--- src/core/spi_front_pkg.sv ---
// Constants, command codes and carrier types for the serial memory front end.
// Assumes a single system clock; the link clock is sampled like any pin.
// Summary of operation
// - Deselected: ignore input, output tristated
// - Capture on rising, drive on falling
// - Select samples clock level: mode choice
// - Mode 3: first rise after toggle
// - All bytes most significant bit first
// - Three address bytes, keep low 19
// - First full byte is the opcode
// - Unknown opcode: ignore until reselect
// - Decode latch set and clear
// - Decode status read and write
// - Decode memory write, read, fast read
// - Fifteen opcodes recognised in total
// - Low power opcodes; others invalid
// - Never initiate; master clock paces all
// - Drive output only returning read data
// - Write commands clear flag at deselect
package spi_front_pkg;

    // Opcode values.
    localparam logic [7:0] OP_LATCH_SET = 8'h06;
    localparam logic [7:0] OP_LATCH_CLEAR = 8'h04;
    localparam logic [7:0] OP_STATUS_READ = 8'h05;
    localparam logic [7:0] OP_STATUS_WRITE = 8'h01;
    localparam logic [7:0] OP_MEM_WRITE = 8'h02;
    localparam logic [7:0] OP_MEM_READ = 8'h03;
    localparam logic [7:0] OP_FAST_READ = 8'h0B;
    localparam logic [7:0] OP_SPECIAL_WRITE = 8'h42;
    localparam logic [7:0] OP_SPECIAL_READ = 8'h4B;
    localparam logic [7:0] OP_DEVICE_ID_READ = 8'h9F;
    localparam logic [7:0] OP_UNIQUE_ID_READ = 8'h4C;
    localparam logic [7:0] OP_SERIAL_WRITE = 8'hC2;
    localparam logic [7:0] OP_SERIAL_READ = 8'hC3;
    localparam logic [7:0] OP_DEEP_SLEEP = 8'hBA;
    localparam logic [7:0] OP_HIBERNATE = 8'hB9;

    // Field sizes and counts.
    localparam int ADDR_BITS = 19;
    localparam logic [4:0] ADDR_BYTES = 5'h3;
    localparam logic [2:0] LAST_BIT = 3'h7;
    // Fixed status bits: bit 6 reads one, bits 0, 4 and 5 read zero.
    localparam logic [7:0] STATUS_FIXED = 8'h40;
    localparam int STATUS_FLAG_POS = 1;
    localparam logic [7:0] STATUS_RESET = 8'h00;

    // Decoded command classes.
    typedef enum logic [3:0] {
        CMD_NONE = 4'h0,
        CMD_LATCH_SET = 4'h1,
        CMD_LATCH_CLEAR = 4'h2,
        CMD_STATUS_READ = 4'h3,
        CMD_STATUS_WRITE = 4'h4,
        CMD_MEM_WRITE = 4'h5,
        CMD_MEM_READ = 4'h6,
        CMD_FAST_READ = 4'h7,
        CMD_SPECIAL_WRITE = 4'h8,
        CMD_SPECIAL_READ = 4'h9,
        CMD_DEVICE_ID_READ = 4'hA,
        CMD_UNIQUE_ID_READ = 4'hB,
        CMD_SERIAL_WRITE = 4'hC,
        CMD_SERIAL_READ = 4'hD,
        CMD_DEEP_SLEEP = 4'hE,
        CMD_HIBERNATE = 4'hF
    } cmd_t;

    // Frame states.
    typedef enum logic [2:0] {
        ST_IDLE = 3'h0,
        ST_OPCODE = 3'h1,
        ST_ADDR = 3'h2,
        ST_DATA = 3'h3,
        ST_IGNORE = 3'h4
    } frame_state_t;

    // Command report handed to the command logic.
    typedef struct packed {
        cmd_t cmd;
        logic [ADDR_BITS-1:0] addr;
        logic [7:0] data;
    } cmd_report_t;

    // Serial output pin as data and enable.
    typedef struct packed {
        logic data;
        logic enable;
    } pin_out_t;

endpackage

--- src/core/spi_memory_slave_frontend.sv ---
// Serial slave front end: frames, shifts, decodes and answers status reads.
// Assumes clk is much faster than the link clock (125 MHz against 12.5 MHz).
`timescale 1ns/1ps
module spi_memory_slave_frontend (
    // System clock and reset.
    input wire logic clk,
    input wire logic nrst,
    // Link pins, asynchronous to clk.
    input wire logic sel_n,
    input wire logic sclk,
    input wire logic sdi,
    // Serial output as data and enable.
    output logic sdo,
    output logic sdo_oe,
    // Command report to the memory side.
    output spi_front_pkg::cmd_report_t report,
    output logic cmd_valid,
    output logic addr_valid,
    output logic data_valid,
    // Status byte as held here; bits 2, 3 and 7 come from outside.
    input wire logic [7:0] status_ext,
    output logic write_enable_flag,
    output logic mode3
);
    import spi_front_pkg::*;

    // Two-stage synchronisers; only the second stage is read.
    logic [2:0] sync1_q;
    logic [2:0] sync2_q;
    // Previous samples for edge detection.
    logic sclk_prev_q;
    logic sel_prev_q;

    // Synchronise the three pins.
    always_ff @(posedge clk or negedge nrst) begin
        if (!nrst) begin
            // Select high, clock and data low, matching the edge history below,
            // so no false clock edge follows reset.
            sync1_q <= 3'h4;
            sync2_q <= 3'h4;
            sclk_prev_q <= 1'b0;
            sel_prev_q <= 1'b1;
        end else begin
            sync1_q <= {sel_n, sclk, sdi};
            sync2_q <= sync1_q;
            sclk_prev_q <= sync2_q[1];
            sel_prev_q <= sync2_q[2];
        end
    end

    // Synchronised levels and edges of the link.
    logic sel_s;
    logic sclk_s;
    logic sdi_s;
    logic rise;
    logic fall;
    logic sel_fall;
    logic sel_rise;
    assign sel_s = sync2_q[2];
    assign sclk_s = sync2_q[1];
    assign sdi_s = sync2_q[0];
    assign rise = sclk_s && !sclk_prev_q;
    assign fall = !sclk_s && sclk_prev_q;
    assign sel_fall = !sel_s && sel_prev_q;
    assign sel_rise = sel_s && !sel_prev_q;

    // Frame state and shift registers.
    frame_state_t state_q, state_d;
    logic [7:0] shift_q, shift_d;
    logic [2:0] bit_q, bit_d;
    logic [4:0] abyte_q, abyte_d;
    logic armed_q, armed_d;
    logic mode3_q, mode3_d;
    cmd_t cmd_q, cmd_d;
    logic [ADDR_BITS-1:0] addr_q, addr_d;
    logic [7:0] data_q, data_d;
    logic cv_d, av_d, dv_d;
    logic cv_q, av_q, dv_q;
    // Read-back shifter and output drive.
    logic [7:0] tx_q, tx_d;
    logic sdo_q, sdo_d;
    logic oe_q, oe_d;
    logic wel_q, wel_d;
    // Decoder outputs for the byte just completed.
    logic [7:0] byte_now;
    cmd_t dec_cmd;
    logic dec_valid;

    assign byte_now = {shift_q[6:0], sdi_s};

    spi_opcode_decode u_decode (
        .opcode(byte_now),
        .cmd(dec_cmd),
        .valid(dec_valid)
    );

    // Next-state logic for framing, shifting and the output.
    always_comb begin
        state_d = state_q;
        shift_d = shift_q;
        bit_d = bit_q;
        abyte_d = abyte_q;
        armed_d = armed_q;
        mode3_d = mode3_q;
        cmd_d = cmd_q;
        addr_d = addr_q;
        data_d = data_q;
        tx_d = tx_q;
        sdo_d = sdo_q;
        oe_d = oe_q;
        wel_d = wel_q;
        cv_d = 1'b0;
        av_d = 1'b0;
        dv_d = 1'b0;
        if (sel_fall) begin
            // Clock level at selection picks the mode.
            mode3_d = sclk_s;
            // In mode 3 wait for the clock to fall before counting rises.
            armed_d = !sclk_s;
            state_d = ST_OPCODE;
            bit_d = 3'h0;
            abyte_d = 5'h0;
            cmd_d = CMD_NONE;
            oe_d = 1'b0;
        end else if (sel_s) begin
            // Deselected: drop any partial command and float the output.
            if (sel_rise) begin
                // Write-class commands close the latch on deselect.
                case (cmd_q)
                    CMD_LATCH_CLEAR, CMD_STATUS_WRITE, CMD_MEM_WRITE,
                    CMD_SPECIAL_WRITE, CMD_SERIAL_WRITE: wel_d = 1'b0;
                    default: wel_d = wel_q;
                endcase
            end
            state_d = ST_IDLE;
            oe_d = 1'b0;
        end else begin
            if (fall) begin
                armed_d = 1'b1;
                // Output changes only on falling edges.
                if (oe_q) begin
                    sdo_d = tx_q[7];
                    tx_d = {tx_q[6:0], 1'b0};
                end
            end
            if (rise && armed_q && state_q != ST_IDLE && state_q != ST_IGNORE) begin
                // Capture on rising edges only, after selection.
                shift_d = byte_now;
                bit_d = bit_q + 3'h1;
                if (bit_q == LAST_BIT) begin
                    case (state_q)
                        ST_OPCODE: begin
                            // Eighth bit completes the opcode.
                            cmd_d = dec_cmd;
                            cv_d = dec_valid;
                            if (!dec_valid) begin
                                state_d = ST_IGNORE;
                            end else if (dec_cmd == CMD_LATCH_SET) begin
                                wel_d = 1'b1;
                                state_d = ST_DATA;
                            end else if (dec_cmd == CMD_STATUS_READ) begin
                                // Load the status byte and enable now; bits shift out from the next fall.
                                tx_d = (status_ext & 8'h8C) | STATUS_FIXED
                                    | (8'(wel_q) << STATUS_FLAG_POS);
                                oe_d = 1'b1;
                                state_d = ST_DATA;
                            end else if (dec_cmd == CMD_MEM_READ
                                || dec_cmd == CMD_MEM_WRITE
                                || dec_cmd == CMD_FAST_READ) begin
                                state_d = ST_ADDR;
                            end else begin
                                state_d = ST_DATA;
                            end
                        end
                        ST_ADDR: begin
                            // Keep the low 19 bits of the three bytes.
                            addr_d = ADDR_BITS'({addr_q, byte_now});
                            abyte_d = abyte_q + 5'h1;
                            if (abyte_q == ADDR_BYTES - 5'h1) begin
                                av_d = 1'b1;
                                state_d = ST_DATA;
                            end
                        end
                        ST_DATA: begin
                            data_d = byte_now;
                            dv_d = 1'b1;
                        end
                        default: state_d = ST_IGNORE;
                    endcase
                end
            end
        end
    end

    // Registers of the frame logic.
    always_ff @(posedge clk or negedge nrst) begin
        if (!nrst) begin
            state_q <= ST_IDLE;
            shift_q <= 8'h00;
            bit_q <= 3'h0;
            abyte_q <= 5'h00;
            armed_q <= 1'b0;
            mode3_q <= 1'b0;
            cmd_q <= CMD_NONE;
            addr_q <= '0;
            data_q <= 8'h00;
            tx_q <= 8'h00;
            sdo_q <= 1'b0;
            oe_q <= 1'b0;
            wel_q <= STATUS_RESET[STATUS_FLAG_POS];
            cv_q <= 1'b0;
            av_q <= 1'b0;
            dv_q <= 1'b0;
        end else begin
            state_q <= state_d;
            shift_q <= shift_d;
            bit_q <= bit_d;
            abyte_q <= abyte_d;
            armed_q <= armed_d;
            mode3_q <= mode3_d;
            cmd_q <= cmd_d;
            addr_q <= addr_d;
            data_q <= data_d;
            tx_q <= tx_d;
            sdo_q <= sdo_d;
            oe_q <= oe_d;
            wel_q <= wel_d;
            cv_q <= cv_d;
            av_q <= av_d;
            dv_q <= dv_d;
        end
    end

    // The device only answers; it never drives without selection.
    assign sdo = sdo_q;
    assign sdo_oe = oe_q;
    assign report = '{cmd: cmd_q, addr: addr_q, data: data_q};
    assign cmd_valid = cv_q;
    assign addr_valid = av_q;
    assign data_valid = dv_q;
    assign write_enable_flag = wel_q;
    assign mode3 = mode3_q;
endmodule

--- src/core/spi_opcode_decode.sv ---
// Opcode decoder: maps a received byte to a command class.
// Assumes a full byte is presented; purely combinational.
`timescale 1ns/1ps
module spi_opcode_decode (
    // Received byte.
    input wire logic [7:0] opcode,
    // Decoded class and validity.
    output spi_front_pkg::cmd_t cmd,
    output logic valid
);
    import spi_front_pkg::*;

    // Fifteen codes are recognised; the rest fall to invalid.
    always_comb begin
        valid = 1'b1;
        case (opcode)
            OP_LATCH_SET: cmd = CMD_LATCH_SET;
            OP_LATCH_CLEAR: cmd = CMD_LATCH_CLEAR;
            OP_STATUS_READ: cmd = CMD_STATUS_READ;
            OP_STATUS_WRITE: cmd = CMD_STATUS_WRITE;
            OP_MEM_WRITE: cmd = CMD_MEM_WRITE;
            OP_MEM_READ: cmd = CMD_MEM_READ;
            OP_FAST_READ: cmd = CMD_FAST_READ;
            OP_SPECIAL_WRITE: cmd = CMD_SPECIAL_WRITE;
            OP_SPECIAL_READ: cmd = CMD_SPECIAL_READ;
            OP_DEVICE_ID_READ: cmd = CMD_DEVICE_ID_READ;
            OP_UNIQUE_ID_READ: cmd = CMD_UNIQUE_ID_READ;
            OP_SERIAL_WRITE: cmd = CMD_SERIAL_WRITE;
            OP_SERIAL_READ: cmd = CMD_SERIAL_READ;
            OP_DEEP_SLEEP: cmd = CMD_DEEP_SLEEP;
            OP_HIBERNATE: cmd = CMD_HIBERNATE;
            default: begin
                // Reserved codes are treated as invalid.
                cmd = CMD_NONE;
                valid = 1'b0;
            end
        endcase
    end
endmodule

--- config.mk ---
export PLATFORM = sky130hd
export DESIGN_NAME = spi_memory_slave_frontend
export DESIGN_NICKNAME = d
export VERILOG_FILES = /design/src/core/spi_front_pkg.sv /design/src/core/spi_memory_slave_frontend.sv /design/src/core/spi_opcode_decode.sv
export SDC_FILE = /design/constraint.sdc
export NUM_CORES = 1
export LEC_CHECK = 0
export BUFFER_PORTS_ARGS = -buffer_cell sky130_fd_sc_hd__buf_2
export CAP_MARGIN = 20
export CORE_MARGIN = 3
export CORE_UTILIZATION = 40
export CTS_BUF_LIST = sky130_fd_sc_hd__clkbuf_8
export DETAILED_ROUTE_END_ITERATION = 16
export HOLD_SLACK_MARGIN = 0.1
export SLEW_MARGIN = 20
export SYNTH_ARGS = -nofsm -noshare
export SYNTH_HDL_FRONTEND = slang
export SYNTH_SLANG_ARGS = --single-unit
--- constraint.sdc ---
create_clock -name clk -period 2.95 [get_ports clk]
set_clock_uncertainty 0.1 [all_clocks]
set_input_delay 0.1475 -clock clk [delete_from_list [all_inputs] [get_ports clk]]
set_output_delay 0.1475 -clock clk [all_outputs]
set_load 0.005 [all_outputs]
# Yosys cells after proc, flatten, opt, wreduce, memory -nomap -nowiden
# Index checks and enable logic that the tools add are counted.
[totals] elab_cells=173 output_inout_bits=38 ff_bits=73
[op_classes] n_bitwise=3 n_mux=68 n_reduce_logical=43 n_eq_ne=37 add_sub_neg=2
[op_table] operator="2-to-1 mux 8 bit" n=8
[op_table] operator="one-hot mux 4 bit (15 select lines)" n=1
[op_table] operator="== test 8 bit (second input constant)" n=5
[op_table] operator="2-to-1 mux 1 bit" n=39
[op_table] operator="2-to-1 mux 3 bit" n=9
[op_table] operator="2-to-1 mux 5 bit" n=5
[op_table] operator="== test 8 x 3 -> 1 bit (second input constant)" n=3
[op_table] operator="== test 8 x 7 -> 1 bit (second input constant)" n=3
[op_table] operator="== test 4 x 3 -> 1 bit (second input constant)" n=5
[op_table] operator="2-to-1 mux 4 bit" n=5
[op_table] operator="nonzero test 2 bit" n=10
[op_table] operator="nonzero test 3 bit" n=6
[op_table] operator="== test 8 x 2 -> 1 bit (second input constant)" n=2
[op_table] operator="AND reduction 4 bit" n=4
[op_table] operator="OR reduction 15 bit" n=1
[op_table] operator="AND reduction 5 bit" n=2
[op_table] operator="!= test 3 bit (second input constant)" n=3
[op_table] operator="one-hot mux 3 bit (3 select lines)" n=1
[op_table] operator="== test 4 x 2 -> 1 bit (second input constant)" n=2
[op_table] operator="== test 4 bit (second input constant)" n=2
[op_table] operator="== test 8 x 1 -> 1 bit (second input constant)" n=1
[op_table] operator="== test 8 x 4 -> 1 bit (second input constant)" n=1
[op_table] operator="bitwise OR 8 x 2 -> 8 bit" n=1
[op_table] operator="AND reduction 8 bit" n=1
[op_table] operator="other kinds (17)" n=33

# Longest topological paths before layout
[logic_depth] ltp_word=14 ltp_mapped=9 depth_no_buf=8

# Hierarchy
# A second synthesis with hierarchy kept.
[unflattened] cells_unflattened=279 area_unflattened_um2=3528.4
[by_module_without_submodules] mod="spi_memory_slave_frontend" seq_area_each_um2=1830.5 cells_per_inst=229 n_inst=1 area_per_inst_um2=3203.1
[by_module_without_submodules] mod="spi_opcode_decode" seq_area_each_um2=0.0 cells_per_inst=50 n_inst=1 area_per_inst_um2=325.3

# Worst setup path before layout
# OpenSTA, ideal clock, no wires.
[synth_path] kind="register to register" from="register bit_q[0]" to="register tx_q[3]" path_stages_with_launch=9 t_arrival_ps=2080 synth_period_minus_slack_ps=2307 setup_time_ps=126 path_slack_ps=643 path_cell_list="dfrtp_1 -> ha_1 -> ha_1 -> nand4b_1 -> or4_1 -> buf_4 -> nor4_2 -> o21ai_1 -> a221o_2"
[synth_via] elab_chain_len=3
[synth_rtl] item="start, declared" line_no="spi_memory_slave_frontend.sv:70" source="logic [2:0] bit_q, bit_d;"
[synth_rtl] item="start signal, assigned" line_no="spi_memory_slave_frontend.sv:217" source="bit_q <= bit_d;"
[synth_rtl] item="== test 3 bit" line_no="spi_memory_slave_frontend.sv:150" source="if (bit_q == LAST_BIT) begin"
[synth_rtl] item="2-to-1 mux 8 bit" line_no="spi_memory_slave_frontend.sv:150"
[synth_rtl] item="2-to-1 mux 8 bit" line_no="spi_memory_slave_frontend.sv:146" source="if (rise && armed_q && state_q != ST_IDLE && state_q != ST_IGNORE) begin"
[synth_rtl] item="end signal, assigned" line_no="spi_memory_slave_frontend.sv:224" source="tx_q <= tx_d;"
[synth_rtl] item="end, declared" line_no="spi_memory_slave_frontend.sv:80" source="logic [7:0] tx_q, tx_d;"
# No other way between the ends.
# A chain may end at the register's enable or synchronous reset.

# Final worst setup path
[layout_path] from="register bit_q[0]" to="register wel_q, in the netlist write_enable_flag"
[layout_via] elab_chain_len=3
[layout_rtl] item="== test 3 bit" line_no="spi_memory_slave_frontend.sv:150"
[layout_rtl] item="nonzero test 2 bit (no line)"
[layout_rtl] item="AND reduction 8 bit (no line)"
[layout_rtl] item="end signal, assigned" line_no="spi_memory_slave_frontend.sv:210" source="wel_q <= STATUS_RESET[STATUS_FLAG_POS];"
[layout_rtl] item="end signal, assigned" line_no="spi_memory_slave_frontend.sv:227" source="wel_q <= wel_d;"
[layout_rtl] item="end, declared" line_no="spi_memory_slave_frontend.sv:83" source="logic wel_q, wel_d;"
# No other way between the ends.

==> impl_metrics.py <==
metrics = {
    "status": {
        "outcome": "completed",
    },
    "sta": {
        "tightestPinTransition_ns": 0.923,
        "period_share_pct": 84.9,
        "final_hold_viol_count": 0,
        "fin_tns_setup_ns": 0,
        "max_freq_ghz": 0.399,
        "fin_hold_ws_ns": 0.251,
        "final_max_slew_viol_count": 0,
        "grt_setup_unrepaired": "no",
        "final-setup-viol-count": 0,
        "slew_headroom_pct": 38.5,
        "final_period_minus_worst_setup_slack_ns": 2.50,
        "post-route-worst-setup-slack_ns": 0.446,
    },
    "worst_hold_path": {
        "timing.hold.worst.start": "sync1_q[0]$_DFF_PN0_",
        "hold_depth": 0,
        "class_of_the_tightest_hold_or_removal_check": "reg2reg",
        "hold_path_end": "sync2_q[0]$_DFF_PN0_",
    },
    "synth": {
        "synth.largest_area_cell": "dfrtp_1",
        "syn_nets": 309,
        "synthesis.instances": 292,
        "synth_edf_count": 0,
        "synth_ff_type": "dfrtp_1",
        "synth-seq-cells": 73,
        "ys_async_sr_fraction_pct": 100,
        "per_instance_average_area_after_synthesis_um2": 11.7,
        "synth-warning-count": 0,
        "syn-cell-area_mm2": 0.00343,
        "synth_top_cells_by_area": "dfrtp_1 (51%), mux2_2 (11%), o21ai_0 (2.9%), nand2_1 (2.4%), dfstp_2 (2.3%)",
        "yosysUniqueCellTypes": 65,
        "yosys.area.top_type_share_pct": 51.1,
        "ys_seq_area_share_pct": 53.4,
    },
    "finish": {
        "syn_to_final_growth_pct": 16.3,
        "drive_above_1_share_pct": 35.7,
        "layout_commonest_cell": "dfrtp_1",
        "fin_nets": 362,
        "mostFrequentLayoutCells": "dfrtp_1 (70), buf_2 (45), mux2_2 (35), nand2_1 (22), o21ai_0 (20)",
        "post_layout_nonfiller_instances": 455,
        "num_antenna_cells": 0,
    },
    "floorplan": {
        "top_level_ports": 51,
        "die_area_mm2": 0.00972,
        "standard_cell_core_area_mm2": 0.00826,
        "dieHeight_um": 98.6,
        "initial_core_util_pct": 41.5,
        "core.rowCount": 33,
        "die_width_um": 98.6,
    },
    "worst_setup_path": {
        "cpMostUsedCell": "ha_1",
        "ordered_list_of_cells_on_the_worst_path": "ha_1 > ha_1 > nand4b_1 > or4_1 > buf_4 > nor3b_1 > and4bb_2 > a2bb2oi_1",
        "cell_with_the_biggest_individual_delay_on_the_critical_path": "or4_1",
        "critical_path_peak_fanout": 7,
        "critical_path.reg2reg.startpoint": "bit_q[0]$_DFFE_PN0P_",
        "worst_ep_required_time_ns": 3.12,
        "ff2ff_path_depth": 8,
        "path_class": "reg2reg",
        "worstPathArrival_ns": 2.68,
        "reg2reg_slack_ns": 0.45,
        "cpPeakStageDelay_ns": 0.52,
        "critical_path.reg2reg.endpoint": "write_enable_flag$_DFFE_PN0P_",
        "crit_path_start_kind": "register",
        "setup.worst_path.end_class": "register",
    },
    "clock_tree": {
        "h_tree_level_count": 3,
        "cts-hold-fix-buffers": 7,
        "post_cts_resize_count": 0,
        "clock_tree.root_cell": "clkbuf_8",
        "post_cts_buffers": 0,
        "tritoncts_num_sinks": 73,
        "cts.clk_slew.worst_paths_ns": 0.08,
        "cts_tree": "done",
        "clk_lat_worst_skew_ns": 0.35,
        "cts_inserted_buffers": 9,
        "max-clock-path-buffers": 2,
    },
    "route": {
        "routed_wirelength_um": 6660,
        "postRouteAntennaNets": 0,
        "detailedRoute.firstPassIterationCount": 4,
        "dr_total_vias": 2428,
        "routed_wire_length_per_instance_um": 14.6,
        "post_drt_via_cell_ratio": 5.34,
        "drcViolationCount": 0,
        "drt_iter0_drc": 104,
    },
    "placement": {
        "dpl.hpwl_um": 4430,
        "placed_cells": 432,
        "worst_slack_at_placement_ns": 0.409,
        "gp_routability_congestion": 0.793,
        "numPortBuffers": 45,
    },
    "global_route": {
        "grt_start_max_net_pins": 74,
        "grt_overflow_total": 0,
        "antenna_found_initial": 0,
        "first_global_vias": 2333,
        "grt_first_pass_wirelength_um": 11500,
        "grt_usage_pct": 14.7,
    },
    "pwr": {
        "power_leakage_nw": 1.92,
        "vdd_ir_drop_max_v": 0.000210,
        "power_density_mw_per_mm2": 475,
    },
    "flow_run": {
        "maxCapViolCount": 0,
    },
}
## registers in the layout, indices dropped and copies added (netlist names), 3 cells and up
name,cells
tx_q,8
bit_q,3
addr_q,19
state_q,3
cmd_q,4
abyte_q,5
sync1_q,3
shift_q,7
data_q,8
sync2_q,3
## kinds of logic after synthesis
| logic type | count (synthesis) | synth area share, % |
|---|---|---|
| XOR/XNOR | 2 | 0.511 |
| adder cells (fa/ha/maj) | 4 | 1.46 |
| flip-flops | 73 | 53.4 |
| multiplexers | 37 | 12.1 |
| buffers and inverters | 22 | 3.32 |
| AND/OR/NAND/NOR | 95 | 17.2 |
| AO/OA/AOI/OAI | 59 | 12.0 |
## worst max-delay path, delay by kind of cell (launching register included)
| family | cells | cell delay, ns |
|---|---|---|
| AND/OR/NAND/NOR | 4 | 1.22 |
| buffers and inverters | 1 | 0.19 |
| AO/OA/AOI/OAI | 1 | 0.15 |
| adder cells (fa/ha/maj) | 2 | 0.37 |
| flip-flops | 1 | 0.40 |
## power breakdown
| group | leakage [nW] | switching (mW) | internal [mW] | total (mW) |
|---|---|---|---|---|
| Clock | 0.0886 | 0.410 | 0.318 | 0.728 |
| Sequential | 0.991 | 0.0409 | 1.02 | 1.06 |
| Combinational | 0.839 | 0.0627 | 0.0438 | 0.106 |
| Total | 1.92 | 0.513 | 1.38 | 1.89 |
## layout make-up
cell class                      count  area [um^2]
Fill cell                         786         4270
Inverter                            7         26.3
Sequential cell                    73         1830
Tap cell                          105          131
Clock inverter                      7         57.6
Clock buffer                        9          124
Multi-Input combinational cell    197         1490
Timing Repair Buffer               57          333
## how the worst max path moves through the flow
| stage | start | end | slack, ns | depth (start not counted) |
|---|---|---|---|---|
| after floorplan | bit_q[0]$_DFFE_PN0P_ | tx_q[3]$_DFFE_PN0P_ | 0.64 | 8 |
| after CTS | bit_q[0]$_DFFE_PN0P_ | write_enable_flag$_DFFE_PN0P_ | 0.41 | 8 |
| after global placement | bit_q[0]$_DFFE_PN0P_ | tx_q[7]$_DFFE_PN0P_ | 0.44 | 7 |
| final | bit_q[0]$_DFFE_PN0P_ | write_enable_flag$_DFFE_PN0P_ | 0.45 | 8 |
| after detailed placement | bit_q[0]$_DFFE_PN0P_ | write_enable_flag$_DFFE_PN0P_ | 0.41 | 8 |
| after global routing | bit_q[0]$_DFFE_PN0P_ | write_enable_flag$_DFFE_PN0P_ | 0.20 | 8 |
## per-stage QoR
step	instance area [um^2]	util, %	total power, mW
floorplan	3430	-	1.13
detailed placement	3740	45.2	1.18
CTS	3990	48.3	1.92
finish	3990	48.3	1.89
global placement	3740	45.2	1.18
global route	3990	48.3	1.98
## routing by layer
metal	track usage, %	wire length, um	up-vias
met3	4.60	308	6
met5	0	0	-
li1	-	-	1181
met2	21.8	3010	51
met1	20.5	3240	1190
met4	4.73	95	0
## synthesized netlist by cell type, types with 2 or more instances
cell,instances
a211oi_1,2
a21oi_1,11
a221o_2,4
a22o_1,2
a22oi_1,4
and2_1,3
and3_1,4
and4bb_2,2
buf_2,3
buf_4,5
clkbuf_1,4
dfrtp_1,70
dfstp_2,3
ha_1,4
inv_1,7
mux2_2,35
mux2i_1,2
nand2_1,22
nand2b_1,4
nand3b_1,5
nand4_1,2
nand4b_1,2
nor2_1,13
nor2b_1,2
nor3_1,10
nor3_4,2
nor3b_1,3
nor4_1,2
o21ai_0,20
o31ai_1,2
or2_2,2
or3_1,2
or4b_2,2
Note: power is estimated with default switching activity, not from simulation.
